===== config.mk =====
export PLATFORM = sky130hd
export DESIGN_NAME = external_oscillator_control
export DESIGN_NICKNAME = d
export VERILOG_FILES = /design/src/rtl/ext_osc_pkg.sv /design/src/rtl/external_oscillator_control.sv
export VERILOG_INCLUDE_DIRS = /design/src /design/src/rtl
export SDC_FILE = /design/constraint.sdc
export NUM_CORES = 1
export LEC_CHECK = 0
export BUFFER_PORTS_ARGS = -buffer_cell sky130_fd_sc_hd__buf_4
export CORE_AREA = 2 2 39 41
export CTS_BUF_LIST = sky130_fd_sc_hd__clkbuf_2 sky130_fd_sc_hd__clkbuf_4 sky130_fd_sc_hd__clkbuf_8
export DETAILED_ROUTE_END_ITERATION = 10
export DIE_AREA = 0 0 41 43
export PLACE_DENSITY = 0.82
export SKIP_LAST_GASP = 1
export SLEW_MARGIN = 15
export SYNTH_ARGS = -nofsm -noshare
export SYNTH_HDL_FRONTEND = slang
export SYNTH_SLANG_ARGS = --single-unit

===== constraint.sdc =====
create_clock -name clock -period 2.9 [get_ports clock]
set_input_delay 0.145 -clock clock [delete_from_list [all_inputs] [get_ports clock]]
set_output_delay 0.145 -clock clock [all_outputs]
set_load 0.02 [all_outputs]

===== src/rtl/ext_osc_consts.svh =====
`ifndef EXT_OSC_CONSTS_SVH
`define EXT_OSC_CONSTS_SVH

// special-function register location, reset values and unmapped read data of the control register
`define EXT_OSC_SFR_ADDR       8'h9f
`define EXT_OSC_SFR_PAGE       8'h0f
`define EXT_OSC_RESET          8'h00
`define EXT_OSC_FREQ_RESET     3'h0
`define EXT_OSC_MISS_DATA      8'h00

// field positions
`define EXT_OSC_VALID_BIT      7
`define EXT_OSC_MODE_HI        6
`define EXT_OSC_MODE_LO        4
`define EXT_OSC_UNUSED_BIT     3
`define EXT_OSC_FREQ_HI        2
`define EXT_OSC_FREQ_LO        0

// mode codes
`define EXT_OSC_MODE_OFF0      3'h0
`define EXT_OSC_MODE_OFF1      3'h1
`define EXT_OSC_MODE_LOGIC     3'h2
`define EXT_OSC_MODE_LOGIC_DIV 3'h3
`define EXT_OSC_MODE_RC        3'h4
`define EXT_OSC_MODE_CAP       3'h5
`define EXT_OSC_MODE_XTAL      3'h6
`define EXT_OSC_MODE_XTAL_DIV  3'h7

`endif


===== src/rtl/ext_osc_pkg.sv =====
package ext_osc_pkg;

	// one-hot oscillator configuration decoded from the mode field
	typedef enum logic [4:0] {
		OSC_OFF   = 5'h01,
		OSC_LOGIC = 5'h02,
		OSC_RC    = 5'h04,
		OSC_CAP   = 5'h08,
		OSC_XTAL  = 5'h10
	} osc_kind_e;

	// register image
	typedef struct packed {
		logic       crystal_valid_flag;
		logic [2:0] ext_osc_mode_select;
		logic       unused_zero;
		logic [2:0] ext_osc_freq_control;
	} ext_osc_control_s;

	// controls toward the analog oscillator and pin logic
	typedef struct packed {
		osc_kind_e  kind;
		logic       div_by_two;
		logic [2:0] freq_control;
		logic       crystal_in_pin_claim;
		logic       crystal_out_pin_claim;
	} osc_ctrl_s;

endpackage


===== src/rtl/external_oscillator_control.sv =====
`timescale 1ns/1ps
`include "ext_osc_consts.svh"
// Overview of operation
// the control register sits at sfr address 0x9f on page 0x0f and resets to zero (off).
// bit 7 is a read-only crystal valid flag that reads 1 only in crystal mode with a stable crystal.
// bits 6:4 are a read/write mode field: 00x off, 010 logic clock, 100 rc, 101 cap, 110 crystal.
// mode 011 is logic clock with divide by two and 111 is crystal with divide by two.
// bit 3 is unused, reads 0, and software writes 0 to it.
// in crystal mode software picks the frequency code from 000 (up to 32 kHz) to 111 (10-30 MHz).
// in rc mode code 000 covers up to 25 kHz, each code doubles, 111 covers 1.6-3.2 MHz.
// in capacitor mode the code picks a k factor from 0.87 (000) up to 1590 (111).
// software waits at least 1 ms after enabling crystal mode before sampling the valid flag.
// software drives the crystal pins high, makes them analog, enables, waits, polls, then switches.
// after a 32.768 kHz crystal settles software may drop the frequency code to 000.
// software does not switch the system clock to the crystal before it is stable.
// crystal mode claims both crystal pins; rc, cap and logic-clock modes claim only the out pin.
// writes ignore the valid flag and bit 3 and update only the mode and frequency fields.

module external_oscillator_control
(
	input  wire logic                  clock,
	input  wire logic                  resetn,
	input  wire logic [7:0]            sfr_addr,
	input  wire logic [7:0]            sfr_page,
	input  wire logic                  sfr_wr,
	input  wire logic [7:0]            sfr_wdata,
	output logic      [7:0]            sfr_rdata,
	output logic                       sfr_sel,
	input  wire logic                  amp_detect_stable,
	output ext_osc_pkg::osc_ctrl_s     osc_ctrl
);

	// the block holds the register and decodes it; the 1 ms settle wait and the pin
	// preparation are left to software, which saves a long cycle counter here
	// a flag read before that wait may still show a premature 1 from the detector
	// register state
	logic [2:0] mode_r;
	logic [2:0] mode_nxt;
	logic [2:0] freq_r;
	logic [2:0] freq_nxt;
	// amplitude detector comes from the analog domain: two-stage synchroniser
	logic       stable_meta_r;
	logic       stable_sync_r;
	logic       valid_r;
	logic       valid_nxt;
	logic       is_xtal;
	logic       hit;

	// the one sfr slot this block answers
	assign hit     = (sfr_addr == `EXT_OSC_SFR_ADDR) && (sfr_page == `EXT_OSC_SFR_PAGE);
	assign sfr_sel = hit;
	// crystal modes are 11x; read by the flag and pin checks below
	assign is_xtal = (mode_r == `EXT_OSC_MODE_XTAL) || (mode_r == `EXT_OSC_MODE_XTAL_DIV);

	// next-state for the register and flag
	always_comb
	begin
		mode_nxt  = mode_r;
		freq_nxt  = freq_r;
		if (hit && sfr_wr)
		begin
			// flag and bit 3 ignored on write
			mode_nxt = sfr_wdata[`EXT_OSC_MODE_HI:`EXT_OSC_MODE_LO]; // see R3
			freq_nxt = sfr_wdata[`EXT_OSC_FREQ_HI:`EXT_OSC_FREQ_LO];
		end
		// valid only in crystal mode; drops at once when mode leaves crystal
		valid_nxt = stable_sync_r &&
			((mode_nxt == `EXT_OSC_MODE_XTAL) || (mode_nxt == `EXT_OSC_MODE_XTAL_DIV));
	end

	// registers, synchronous active-low reset to all zeros
	always_ff @(posedge clock)
	begin
		if (!resetn)
		begin
			mode_r        <= `EXT_OSC_MODE_OFF0;
			freq_r        <= `EXT_OSC_FREQ_RESET;
			stable_meta_r <= 1'b0;
			stable_sync_r <= 1'b0;
			valid_r       <= 1'b0;
		end
		else
		begin
			mode_r        <= mode_nxt;
			freq_r        <= freq_nxt;
			stable_meta_r <= amp_detect_stable;
			stable_sync_r <= stable_meta_r;
			valid_r       <= valid_nxt;
		end
	end

	// read image; unused bit always zero
	always_comb
	begin
		sfr_rdata = `EXT_OSC_RESET;
		if (hit)
		begin
			sfr_rdata[`EXT_OSC_VALID_BIT]                   = valid_r;
			sfr_rdata[`EXT_OSC_MODE_HI:`EXT_OSC_MODE_LO]    = mode_r;
			sfr_rdata[`EXT_OSC_UNUSED_BIT]                  = 1'b0;
			sfr_rdata[`EXT_OSC_FREQ_HI:`EXT_OSC_FREQ_LO]    = freq_r;
		end
	end

	// decode mode into oscillator controls and pin claims
	always_comb
	begin
		osc_ctrl.freq_control          = freq_r; // code meaning set by software, see R6 see R7
		osc_ctrl.div_by_two            = 1'b0;
		osc_ctrl.crystal_in_pin_claim  = 1'b0;
		osc_ctrl.crystal_out_pin_claim = 1'b1;
		case (mode_r)
			`EXT_OSC_MODE_LOGIC:
				osc_ctrl.kind = ext_osc_pkg::OSC_LOGIC;
			`EXT_OSC_MODE_LOGIC_DIV:
			begin
				osc_ctrl.kind       = ext_osc_pkg::OSC_LOGIC;
				osc_ctrl.div_by_two = 1'b1;
			end
			`EXT_OSC_MODE_RC:
				osc_ctrl.kind = ext_osc_pkg::OSC_RC;
			`EXT_OSC_MODE_CAP:
				osc_ctrl.kind = ext_osc_pkg::OSC_CAP;
			`EXT_OSC_MODE_XTAL:
			begin
				osc_ctrl.kind                 = ext_osc_pkg::OSC_XTAL;
				osc_ctrl.crystal_in_pin_claim = 1'b1;
			end
			`EXT_OSC_MODE_XTAL_DIV:
			begin
				osc_ctrl.kind                 = ext_osc_pkg::OSC_XTAL;
				osc_ctrl.div_by_two           = 1'b1;
				osc_ctrl.crystal_in_pin_claim = 1'b1;
			end
			default:
			begin
				// 00x: circuit off, no pins held
				osc_ctrl.kind                  = ext_osc_pkg::OSC_OFF;
				osc_ctrl.crystal_out_pin_claim = 1'b0;
			end
		endcase
	end

	// flag checks: the flag stands only in crystal mode and tracks the synchronised detector
	a_valid_needs_xtal: assert property (@(posedge clock) disable iff (!resetn)
		valid_r |-> is_xtal)
		else $error("valid flag set outside crystal mode");
	a_valid_follows_sync: assert property (@(posedge clock) disable iff (!resetn)
		(stable_sync_r && (mode_nxt inside {`EXT_OSC_MODE_XTAL, `EXT_OSC_MODE_XTAL_DIV}))
			|=> valid_r)
		else $error("valid flag missed stable crystal");
	// a synchronised detector drop must clear the flag one edge later, so the flag outlives the synchronised detector by at most one cycle
	a_valid_drops: assert property (@(posedge clock) disable iff (!resetn)
		!stable_sync_r |=> !valid_r)
		else $error("valid flag outlived the detector");

	// write side: a hit lands both fields whole, nothing else moves them
	a_write_updates: assert property (@(posedge clock) disable iff (!resetn)
		(hit && sfr_wr) |=>
			(mode_r == $past(sfr_wdata[`EXT_OSC_MODE_HI:`EXT_OSC_MODE_LO])) &&
			(freq_r == $past(sfr_wdata[`EXT_OSC_FREQ_HI:`EXT_OSC_FREQ_LO])))
		else $error("register write lost");
	a_hold_no_write: assert property (@(posedge clock) disable iff (!resetn)
		!(hit && sfr_wr) |=> ($stable(mode_r) && $stable(freq_r)))
		else $error("register changed without write");

	// read side: a hit shows the image with bit 3 low, anything else reads as zero
	a_read_image: assert property (@(posedge clock) disable iff (!resetn)
		hit |-> (sfr_rdata == {valid_r, mode_r, 1'h0, freq_r}))
		else $error("read image does not match the register");
	a_unused_zero: assert property (@(posedge clock) disable iff (!resetn)
		sfr_rdata[`EXT_OSC_UNUSED_BIT] == 1'h0)
		else $error("unused bit reads one");
	a_miss_reads_zero: assert property (@(posedge clock) disable iff (!resetn)
		!hit |-> (sfr_rdata == `EXT_OSC_MISS_DATA))
		else $error("unmapped read not zero");

	// pin claims and decode: off holds nothing, crystal holds both pins, the rest one
	a_off_no_pins: assert property (@(posedge clock) disable iff (!resetn)
		(mode_r inside {`EXT_OSC_MODE_OFF0, `EXT_OSC_MODE_OFF1})
			|-> (!osc_ctrl.crystal_out_pin_claim && !osc_ctrl.crystal_in_pin_claim))
		else $error("pins claimed while off");
	a_xtal_both_pins: assert property (@(posedge clock) disable iff (!resetn)
		is_xtal |-> (osc_ctrl.crystal_in_pin_claim && osc_ctrl.crystal_out_pin_claim))
		else $error("crystal mode without both pins");
	a_one_pin_modes: assert property (@(posedge clock) disable iff (!resetn)
		(mode_r inside {`EXT_OSC_MODE_LOGIC, `EXT_OSC_MODE_LOGIC_DIV,
			`EXT_OSC_MODE_RC, `EXT_OSC_MODE_CAP})
			|-> (osc_ctrl.crystal_out_pin_claim && !osc_ctrl.crystal_in_pin_claim))
		else $error("one-pin mode holds the wrong pins");
	a_kind_one_hot: assert property (@(posedge clock) disable iff (!resetn)
		$onehot(osc_ctrl.kind))
		else $error("oscillator kind not one-hot");
	a_xtal_kind: assert property (@(posedge clock) disable iff (!resetn)
		is_xtal |-> (osc_ctrl.kind == ext_osc_pkg::OSC_XTAL))
		else $error("crystal mode decoded as another kind");
	a_div_codes: assert property (@(posedge clock) disable iff (!resetn)
		osc_ctrl.div_by_two
			|-> (mode_r inside {`EXT_OSC_MODE_LOGIC_DIV, `EXT_OSC_MODE_XTAL_DIV}))
		else $error("divide stage in wrong mode");
	a_div_needed: assert property (@(posedge clock) disable iff (!resetn)
		(mode_r inside {`EXT_OSC_MODE_LOGIC_DIV, `EXT_OSC_MODE_XTAL_DIV})
			|-> osc_ctrl.div_by_two)
		else $error("divide stage missing");

	// no disable here: reset itself is the antecedent
	a_reset_zero: assert property (@(posedge clock)
		!resetn |=> ((mode_r == `EXT_OSC_MODE_OFF0) && (freq_r == `EXT_OSC_FREQ_RESET)
			&& !valid_r))
		else $error("reset value not zero");

	// main scenarios
	c_xtal_valid: cover property (@(posedge clock) disable iff (!resetn)
		(mode_r == `EXT_OSC_MODE_XTAL) ##[1:8] valid_r);
	c_logic_div: cover property (@(posedge clock) disable iff (!resetn)
		mode_r == `EXT_OSC_MODE_LOGIC_DIV);
	c_cap_mode: cover property (@(posedge clock) disable iff (!resetn)
		mode_r == `EXT_OSC_MODE_CAP);
	c_rc_mode: cover property (@(posedge clock) disable iff (!resetn)
		mode_r == `EXT_OSC_MODE_RC);
	c_valid_drop: cover property (@(posedge clock) disable iff (!resetn) valid_r ##1 !valid_r);

endmodule // external_oscillator_control

==> results of run 1 <==
==> kinds of logic after synthesis <==
| kind of cell | Yosys count | share of synthesized area, % |
|---|---|---|
| and+or+nand+nor | 29 | 42.82 |
| buffers and inverters | 7 | 7.784 |
| DFF | 9 | 35.04 |
| other | 1 | 0.7292 |
| AOI/OAI and AO/OA | 14 | 13.62 |
==> how the worst max path moves through the flow <==
stage	start	endpoint	slack (ns)
3_3_place_gp	sfr_page[5]	sfr_rdata[2]	1.54
6_report	sfr_page[5]	sfr_rdata[0]	1.52
3_5_place_dp	sfr_page[5]	sfr_rdata[0]	1.51
2_1_floorplan	sfr_page[5]	sfr_rdata[0]	1.67
5_1_grt	sfr_page[5]	sfr_rdata[7]	1.44
4_1_cts	sfr_page[5]	sfr_rdata[0]	1.51
==> metal layers <==
metal / GRT usage (%) / share of wire [%] / up-vias / routed length, µm
met5: 0 / 0 / - / 0
met4: 3.333 / 0.88 / 0 / 12
met3: 7.853 / 8.2 / 2 / 112
met2: 29.69 / 56 / 27 / 761
met1: 16.72 / 35 / 247 / 477
li1: - / - / 296 / -
==> power groups by stage <==
stage	Combinational [mW]	Clock, mW	Sequential, mW
after floorplan	0.00998	0	0.128
after global placement	0.0357	0	0.128
after detailed placement	0.0368	0	0.128
after CTS	0.0369	0.109	0.125
after global routing	0.0390	0.115	0.125
final	0.0364	0.105	0.125
==> area by class of cell <==
| cell class | count | area (µm²) | area share [%] |
|---|---|---|---|
| Clock buffer | 4 | 30.03 | 3.448 |
| Inverter | 4 | 16.27 | 1.868 |
| Multi-Input combinational cell | 44 | 294.0 | 33.76 |
| Sequential cell | 9 | 180.2 | 20.69 |
| Tap cell | 16 | 20.02 | 2.299 |
| Timing Repair Buffer | 44 | 330.3 | 37.93 |
==> registers in the layout, summed over array words and instances, names as in the netlist <==
name / flops
valid_r: 1
freq_r: 3
stable_sync_r: 1
mode_r: 3
stable_meta_r: 1
==> synthesized netlist by cell type, drive strengths merged <==
master / instances / area share [%]
and2: 12 / 15
dfxtp: 9 / 35
a21oi: 7 / 6.8
o21ai: 7 / 6.8
nand3: 6 / 5.8
buf: 3 / 4.6
inv: 3 / 2.2
nand4: 2 / 5.4
and3b: 1 / 1.7
and4: 1 / 1.7
and4b: 1 / 1.9
and4bb: 1 / 2.4
clkinv: 1 / 0.97
conb: 1 / 0.73
nand2: 1 / 0.73
nor2b: 1 / 1.2
nor3b: 1 / 1.5
nor4b: 1 / 4.6
or2: 1 / 1.2
==> qor.csv, run 1 <==
metric,value,unit
critical_path_cell_count,6,
fin_worst_skew,0.0006286,ns
final_cell_area,870.8,µm²
fill_cells,128,
diodes,0,
slowest_delay,0.31,ns
endpoint_kind,output pin,
cts_resized,0,
rrSetupSlack,2.02,ns
peakVddDrop,0.2338,mV
reg2regPathDepth,3,
num_vias,572,
min_period,1.375,ns
yosysWarnings,0,
drive_gt1_share,49.52,%
crit_type,input pin to output pin,
cts_root_buf,clkbuf_4,
p_int,211.6,µW
slew_violations,0,
grt_pass1_wl,2.014,mm
post_cts_buffers,0,
clock_latency,0.26,ns
ys_types,22,
powerDensity,306.5,nW/µm²
cp.required,2.76,ns
avgSynthCellArea,8.571,µm²
path_buf_inv,3,
finalHoldViolations,0,
hp-class,input pin to register,
status,completed,
combPwrFrac,13.6,%
setup_violations,0,
cap_violations,0,
die_y,43,µm
place_ws,1.514,ns
htree_num_levels,1,
grt_pass1_vias,495,
swShare,20.72,%
drtIter0Drc,8,
routed_via_density,4.727,
path_cells,buf_4 -> nor4b_4 -> nand4_4 -> clkinv_2 -> and2_1 -> buf_4,
hold_end,stable_meta_r$_SDFF_PN0_,
num_io_pins,48,
clk_path_buf_depth,2,
core,1384,µm²
worstPathArrival,1.23,ns
clk_pin_slew,0.06,ns
track_usage,16.77,%
design.die.area,1763,µm²
drt_wl_total,1.363,mm
ant_nets,0,
startpoint_type,input pin,
grt.overflow.total,0,
antenna_found_initial,0,
fin_crit_sh,47.42,%
design.final.nets,134,
start_util,37.16,%
switchingPower,55.28,µW
syn-num-nets,88,
grt_max_degree,16,
r2r_start,mode_r[1]$_SDFF_PN0_,
finalPower,266.9,µW
fin_setup_tns,0,ns
firstDrtPassIters,4,
rows,14,
path_delay_family,simple AND/OR/NAND/NOR gates,
cts_tree,built,
crit_fanout,15,
cts.sink_count,9,
setup_slack,1.525,ns
pwr-share-seq,46.9,%
r2r_end,valid_r$_SDFF_PN0_,
final_cell_mix,"buf_4, and2_1, dfxtp_1, o21ai_0, a21oi_1",
synthCells,60,
netlist_area,514.2,µm²
slowest_stage,nor4b_4,
post_dp_cell_area,840.8,µm²
p_clk_share,39.5,%
hold_buffers,0,
port_buffers,44,
fmax,727.2,MHz
dp_cells,117,
die_w,41,µm
routabilityCongestion,0.6766,
holdWs,0.09053,ns
numCtsBuffers,3,
final_core_util,62.93,%
ys_ff_latch,9,
drc,0,
area_growth,69.34,%
seq_area_frac_synth,35.04,%
hold_depth,2,
wl_per_cell,11.26,µm
hp-start,amp_detect_stable,
layout_commonest_cell,buf_4,
instances_no_fill,121,
rsz0062_at_grt,no,
worst_path_most_repeated_cell,buf_4,
p_leak,0.4389,nW
(Power assumes the default switching activity.)
==> run 2, diff against run 1 <==
--- a/config.mk
+++ b/config.mk
@@ -6,12 +6,13 @@
 export SDC_FILE = /design/constraint.sdc
 export NUM_CORES = 1
 export LEC_CHECK = 0
+export ABC_AREA = 1
 export BUFFER_PORTS_ARGS = -buffer_cell sky130_fd_sc_hd__buf_4
-export CORE_AREA = 2 2 39 41
+export CORE_MARGIN = 2
+export CORE_UTILIZATION = 40
 export CTS_BUF_LIST = sky130_fd_sc_hd__clkbuf_2 sky130_fd_sc_hd__clkbuf_4 sky130_fd_sc_hd__clkbuf_8
 export DETAILED_ROUTE_END_ITERATION = 10
-export DIE_AREA = 0 0 41 43
-export PLACE_DENSITY = 0.82
+export PLACE_DENSITY = 0.79
 export SKIP_LAST_GASP = 1
 export SLEW_MARGIN = 15
 export SYNTH_ARGS = -nofsm -noshare
==> constraint.sdc (replaced) <==
create_clock -name clock -period 1.4 [get_ports clock]
set_input_delay 0.07 -clock clock [delete_from_list [all_inputs] [get_ports clock]]
set_output_delay 0.07 -clock clock [all_outputs]
set_load 0.02 [all_outputs]
==> run 2 against run 1 <==
Register-to-register slack lost 1.4 ns. Die area increased by 7.8%. Final area increased by 15%. Non-clock buffer count rose by 1. Area after synthesis increased by 22%. Sequential share of layout area decreased by 2.8 points. Sequential cell count unchanged.
==> qor.csv, run 2 <==
metric,value,unit,change
status,completed,,unchanged
grt_max_degree,9,,was 16
seq_area_frac_synth,28.74,%,was 35.04%
synth_most_common_cell,inv_1,,was and2_1
synth-edff-count,0,,unchanged
cts.sink_count,9,,unchanged
hp-class,input pin to register,,unchanged
cp.required,1.33,ns,was 2.76 ns
synth_compound_area_share,3.194,%,was 13.63%
p_leak,0.5778,nW,was 0.4389 nW
core,1489,µm²,was 1384 µm²
netlist_area,626.9,µm²,was 514.2 µm²
port_buffers,44,,unchanged
slowest_delay,0.33,ns,was 0.31 ns
num_vias,750,,was 572
ys_types,16,,was 22
cts_tree,built,,unchanged
wl_per_cell,8.923,µm,was 11.26 µm
endpoint_kind,output pin,,unchanged
finalHoldViolations,0,,unchanged
grt_pass1_vias,671,,was 495
rsz0062_at_grt,no,,unchanged
netlist.area_leader.share,28.74,%,was 35.04%
setup_slack,0.2874,ns,was 1.525 ns
fin_setup_tns,0,ns,unchanged
worstPathArrival,1.04,ns,was 1.23 ns
fin_worst_skew,0.0006185,ns,was 0.0006286 ns
path_delay_family,flip-flops,,was simple AND/OR/NAND/NOR gates
final_core_util,67.48,%,was 62.93%
firstDrtPassIters,4,,unchanged
ant_nets,0,,unchanged
layout_commonest_cell,buf_4,,unchanged
die_w,43.59,µm,was 41 µm
crit_type,register to output pin,,was input pin to output pin
clock_latency,0.26,ns,about the same
finalPower,574.7,µW,was 266.9 µW
reg.largest.list,"freq_r x3, mode_r x3",,unchanged
rows,14,,unchanged
drc,0,,unchanged
hold_depth,3,,was 2
r2r_start,mode_r[1]$_SDFF_PN0_,,unchanged
final_cell_mix,"buf_4, inv_1, nand2_1, nor2_1, dfxtp_1",,"was buf_4, and2_1, dfxtp_1, o21ai_0, a21oi_1"
drtIter0Drc,11,,was 8
startpoint_type,register,,was input pin
routed_via_density,4.464,,was 4.727
crit_fanout,4,,was 15
synth_largest_area_cell,dfxtp_1,,unchanged
grt.overflow.total,0,,unchanged
cap_violations,0,,unchanged
synth_common_cells,"inv_1, nand2_1, nor2_1",,"was and2_1, dfxtp_1, a21oi_1, o21ai_0, nand3_1"
ys_dominant_reg_cell,dfxtp_1,,unchanged
grt_pass1_wl,2.594,mm,was 2.014 mm
reg2regPathDepth,4,,was 3
place_ws,0.3996,ns,was 1.514 ns
numCtsBuffers,3,,unchanged
rrSetupSlack,0.62,ns,was 2.02 ns
cts_root_buf,clkbuf_4,,unchanged
min_period,1.113,ns,
synth_area_leaders,"dfxtp_1, inv_1, nand2_1, nor2_1, nand3_1",,"was dfxtp_1, and2_1, a21oi_1, o21ai_0, nand3_1"
drt_wl_total,1.499,mm,was 1.363 mm
synthCells,105,,was 60
instances_no_fill,168,,was 121
design.final.nets,181,,was 134
final_cell_area,1005,µm²,was 870.8 µm²
peakVddDrop,0.5476,mV,was 0.2338 mV
hold_end,stable_meta_r$_SDFF_PN0_,,unchanged
routabilityCongestion,0.7442,,was 0.6766
yosys.area_share.adder,0,%,unchanged
slew_violations,0,,unchanged
htree_num_levels,1,,unchanged
synth-simple-area-share,49.10,%,was 42.82%
synth_top_family_by_area,simple AND/OR/NAND/NOR gates,,unchanged
design.die.area,1900,µm²,was 1763 µm²
powerDensity,572.0,nW/µm²,was 306.5 nW/µm²
avgSynthCellArea,5.970,µm²,was 8.571 µm²
dp_cells,163,,was 117
num_io_pins,48,,unchanged
post_dp_cell_area,964.7,µm²,was 840.8 µm²
drive_gt1_share,42.11,%,was 49.52%
syn-num-nets,133,,was 88
yosysWarnings,0,,unchanged
setup.worst_path.start,mode_r[1]$_SDFF_PN0_,,was sfr_page[5]
r2r_end,valid_r$_SDFF_PN0_,,unchanged
path_buf_inv,2,,was 3
setup_violations,0,,unchanged
clk_pin_slew,0.06,ns,about the same
diodes,0,,unchanged
die_y,43.59,µm,was 43 µm
area_growth,60.28,%,was 69.34%
synth_mux_area_share,0,%,unchanged
ys_ff_latch,9,,unchanged
fmax,898.8,MHz,
start_util,42.10,%,was 37.16%
hp-start,resetn,,was amp_detect_stable
fin_crit_sh,79.47,%,
holdWs,0.01612,ns,was 0.09053 ns
clk_path_buf_depth,2,,unchanged
antenna_found_initial,0,,unchanged
slowest_stage,dfxtp_1,,was nor4b_4
synth_xor_area_share,0,%,unchanged
dp_hpwl,1.284,mm,
path_cells,inv_1 -> nand2_1 -> nor2_1 -> buf_4,,was buf_4 -> nor4b_4 -> nand4_4 -> clkinv_2 -> and2_1 -> buf_4
postSynth.asyncResetShare,0,%,unchanged
track_usage,18.39,%,was 16.77%
-- run 2: changes by cell type in the layout (fill, tap and decap cells not counted), sizes merged, moves of 4 or more --
cell	before	now
inv	3	26
nor2	0	24
o21ai	7	0
nand3	6	10
nand2	1	26
and2	12	0
-- run 2: cell type report --
type	count	area (µm²)
Tap cell	16	20.02
Sequential cell	9	180.2
Fill cell	133	484.2
Timing Repair Buffer	45	340.3
Clock buffer	4	30.03
Inverter	27	102.6
Multi-Input combinational cell	67	331.6
-- run 2: tightest hold or removal path: cells and delay by family --
kind	cells	cell delay [ns]
and+or+nand+nor	1	0.04
buffers and inverters	2	0.14
-- run 2: worst max path at each step --
stage                                    end  depth (start not counted)
after CTS                        osc_ctrl[9]                          4
after global placement    valid_r$_SDFF_PN0_                          8
after floorplan                  osc_ctrl[0]                          2
after global routing             osc_ctrl[9]                          4
final                            osc_ctrl[9]                          4
after detailed placement  valid_r$_SDFF_PN0_                          8
-- run 2: routing by layer --
| layer | track usage, % | routed length, µm | vias up | part of all wire, % |
|---|---|---|---|---|
| met5 | 0 | 0 | - | 0 |
| met4 | 7.273 | 15 | 0 | 1.0 |
| met3 | 6.667 | 92 | 2 | 6.1 |
| met2 | 32.35 | 779 | 21 | 52 |
| met1 | 19.79 | 612 | 328 | 41 |
| li1 | - | - | 399 | - |
-- run 2: cell families (layout without fill, tap and decap cells) --
kind of cell    Yosys count  in the layout
simple gates             62             62
compound gates            4              4
other cells               1              1
buf+inv                  29             76
flops                     9              9
-- run 2: timing repair --
action,4_1_cts,5_1_grt
hold buffers,1,0
endpoints found under the hold margin,1,0
setup buffers,0,0
resized for setup,0,0
endpoints found under the setup margin,0,0
-- run 2: report_power, final --
part	internal [mW]	total, mW	switching [mW]
combinational	0.0573	0.0990	0.0417
clock	0.129	0.216	0.0873
sequential	0.259	0.259	0.000610
==> run 3, diff against run 2 <==
==> constraint.sdc (replaced) <==
create_clock -name clock -period 1.03 [get_ports clock]
set_input_delay 0.0515 -clock clock [delete_from_list [all_inputs] [get_ports clock]]
set_output_delay 0.0515 -clock clock [all_outputs]
set_load 0.02 [all_outputs]
==> run 3 against run 2 <==
The flow now finishes with violations (negative setup slack). Setup slack got worse by 0.30 ns. Critical path depth is the same. Non-clock buffer count is 1 higher. Cell count is 0.60% higher. Sequential power up 35%. Final area up 2.1%. Sequential cell count stayed put. Global-route usage is 0.34 points lower. Register-to-register slack lost 0.43 ns. Total power is 35% higher. Via count is 2.5% lower. Utilization rose by 1.4 points. Critical path type unchanged. Largest cell class unchanged. Highest routed layer is now met3.
==> qor.csv, run 3 (synthesis results as in run 2) <==
metric,value,unit,change
slowest_delay,0.34,ns,was 0.33 ns
cts.sink_count,9,,unchanged
num_vias,731,,was 750
grt_max_degree,9,,unchanged
track_usage,18.05,%,was 18.39%
startpoint_type,register,,unchanged
fmax,957.7,MHz,
p_leak,0.5842,nW,was 0.5778 nW
diodes,0,,unchanged
antenna_found_initial,0,,unchanged
rows,14,,unchanged
path_delay_family,flip-flops,,unchanged
r2r_start,mode_r[1]$_SDFF_PN0_,,unchanged
status,"finished, violations left",,was completed
clk_pin_slew,0.06,ns,about the same
pwr-share-seq,45.1,%,was 45.2%
p_clk_share,37.6,%,about the same
cp.required,0.98,ns,was 1.33 ns
finalPower,775.5,µW,was 574.7 µW
htree_num_levels,1,,unchanged
num_io_pins,48,,unchanged
r2r_end,valid_r$_SDFF_PN0_,,unchanged
design.die.area,1900,µm²,unchanged
drc,0,,unchanged
post_dp_cell_area,964.7,µm²,unchanged
area_growth,63.67,%,was 60.28%
rsz0062_at_grt,yes,,was no
cts_root_buf,clkbuf_4,,unchanged
core,1489,µm²,unchanged
die_y,43.59,µm,unchanged
hp-class,input pin to register,,unchanged
final_core_util,68.91,%,was 67.48%
min_period,1.044,ns,
fill_cells,140,,was 133
clk_path_buf_depth,2,,unchanged
powerDensity,755.9,nW/µm²,was 572.0 nW/µm²
critical_path_cell_count,4,,unchanged
cap_violations,0,,unchanged
grt_pass1_wl,2.622,mm,was 2.594 mm
crit_type,register to output pin,,unchanged
multiInputGateArea,339.1,µm²,was 331.6 µm²
fin_crit_sh,101.4,%,
endpoint_kind,output pin,,unchanged
peakVddDrop,0.7288,mV,was 0.5476 mV
hold_depth,3,,unchanged
setup_slack,-0.01413,ns,was 0.2874 ns
routed_via_density,4.325,,was 4.464
clock_latency,0.26,ns,about the same
path_buf_inv,2,,unchanged
start_util,42.10,%,unchanged
drtIter0Drc,8,,was 11
numCtsBuffers,3,,unchanged
switchingPower,173.3,µW,was 129.5 µW
worstPathArrival,0.99,ns,was 1.04 ns
fin_worst_skew,0.003987,ns,was 0.0006185 ns
setup_violations,1,,was 0
cts_tree,built,,unchanged
crit_fanout,4,,unchanged
routabilityCongestion,0.7621,,was 0.7442
dp_hpwl,1.306,mm,was 1.284 mm
grt.overflow.total,0,,unchanged
reg2regPathDepth,5,,was 4
p_int,602.2,µW,was 445.2 µW
final_cell_area,1026,µm²,was 1005 µm²
die_w,43.59,µm,unchanged
port_buffers,44,,unchanged
finalHoldViolations,0,,unchanged
drive_gt1_share,47.71,%,was 42.11%
firstDrtPassIters,4,,unchanged
design.final.nets,182,,was 181
slowest_stage,dfxtp_2,,was dfxtp_1
swShare,22.35,%,was 22.54%
rrSetupSlack,0.19,ns,was 0.62 ns
grt_pass1_vias,686,,was 671
ant_nets,0,,unchanged
reg.largest.list,"freq_r x3, mode_r x3",,unchanged
combPwrFrac,17.3,%,was 17.2%
hp-start,resetn,,unchanged
place_ws,0.05387,ns,was 0.3996 ns
holdWs,0.006769,ns,was 0.01612 ns
violations,negative setup slack,,
final_cell_mix,"buf_4, inv_1, nand2_1, nor2_1, nand3_1",,"was buf_4, inv_1, nand2_1, nor2_1, dfxtp_1"
hold_end,stable_meta_r$_SDFF_PN0_,,unchanged
seqCellArea,186.4,µm²,was 180.2 µm²
path_cells,inv_2 -> nand2_2 -> nor2_2 -> buf_4,,was inv_1 -> nand2_1 -> nor2_1 -> buf_4
slew_violations,0,,unchanged
layout_commonest_cell,buf_4,,unchanged
wl_per_cell,9.000,µm,was 8.923 µm
drt_wl_total,1.521,mm,was 1.499 mm
run 3: cell types whose count changed in the layout (fill, tap and decap cells not counted), moves of 2 or more:
cell | previous run | this run
dfxtp_2 | 0 | 2
dfxtp_1 | 9 | 6
inv_1 | 26 | 24
nor2_2 | 5 | 7
inv_2 | 0 | 2
nor2_1 | 17 | 15
run 3: stage by stage:
step / cells / TNS, ns
after floorplan: 105 / 0
after global placement: 163 / 0
after detailed placement: 163 / 0
after CTS: 169 / 0
after global routing: 169 / -0.1569
final: 169 / -0.01413
run 3: power by group through the flow:
stage	Sequential (mW)	Clock [mW]	Combinational, mW
4_1_cts	0.353	0.302	0.136
5_1_grt	0.350	0.316	0.150
2_1_floorplan	0.360	0	0.0477
6_report	0.350	0.291	0.134
3_3_place_gp	0.360	0	0.128
3_5_place_dp	0.360	0	0.133
run 3: metal layers:
layer	GRT usage, %	vias up	wire (µm)
li1	-	397	-
met1	20.82	313	591
met2	31.76	21	822
met3	6.667	0	107
met4	3.636	0	0
met5	0	-	0
run 3: area by class of cell:
type	count	area share (%)
clock buffers	4	2.927
inverters	27	10.00
multi-input cells	67	33.05
flip-flops and latches	9	18.17
well taps	16	1.951
repair buffers	46	33.90
run 3: worst max-delay path by stage:
stage | start | to | slack [ns]
CTS | mode_r[1]$_SDFF_PN0_ | osc_ctrl[9] | 0.005
finish | mode_r[1]$_SDFF_PN0_ | osc_ctrl[9] | -0.01
global route | mode_r[1]$_SDFF_PN0_ | osc_ctrl[9] | -0.07
floorplan | mode_r[2]$_SDFF_PN0_ | osc_ctrl[0] | 0.12
detailed placement | sfr_page[7] | valid_r$_SDFF_PN0_ | 0.05
global placement | sfr_page[7] | valid_r$_SDFF_PN0_ | 0.07
run 3: repair_timing:
item,CTS,global route
hold buffers,1,0
pin swaps,0,2
gates resized for setup,3,6
buffers inserted,1,0
hold endpoints to repair,1,0
endpoints found under the setup margin,5,5
run 3: tightest hold or removal path, stage by stage:
cell,delay [ns]
buf_4,0.10
nand2_1,0.05
inv_1,0.04
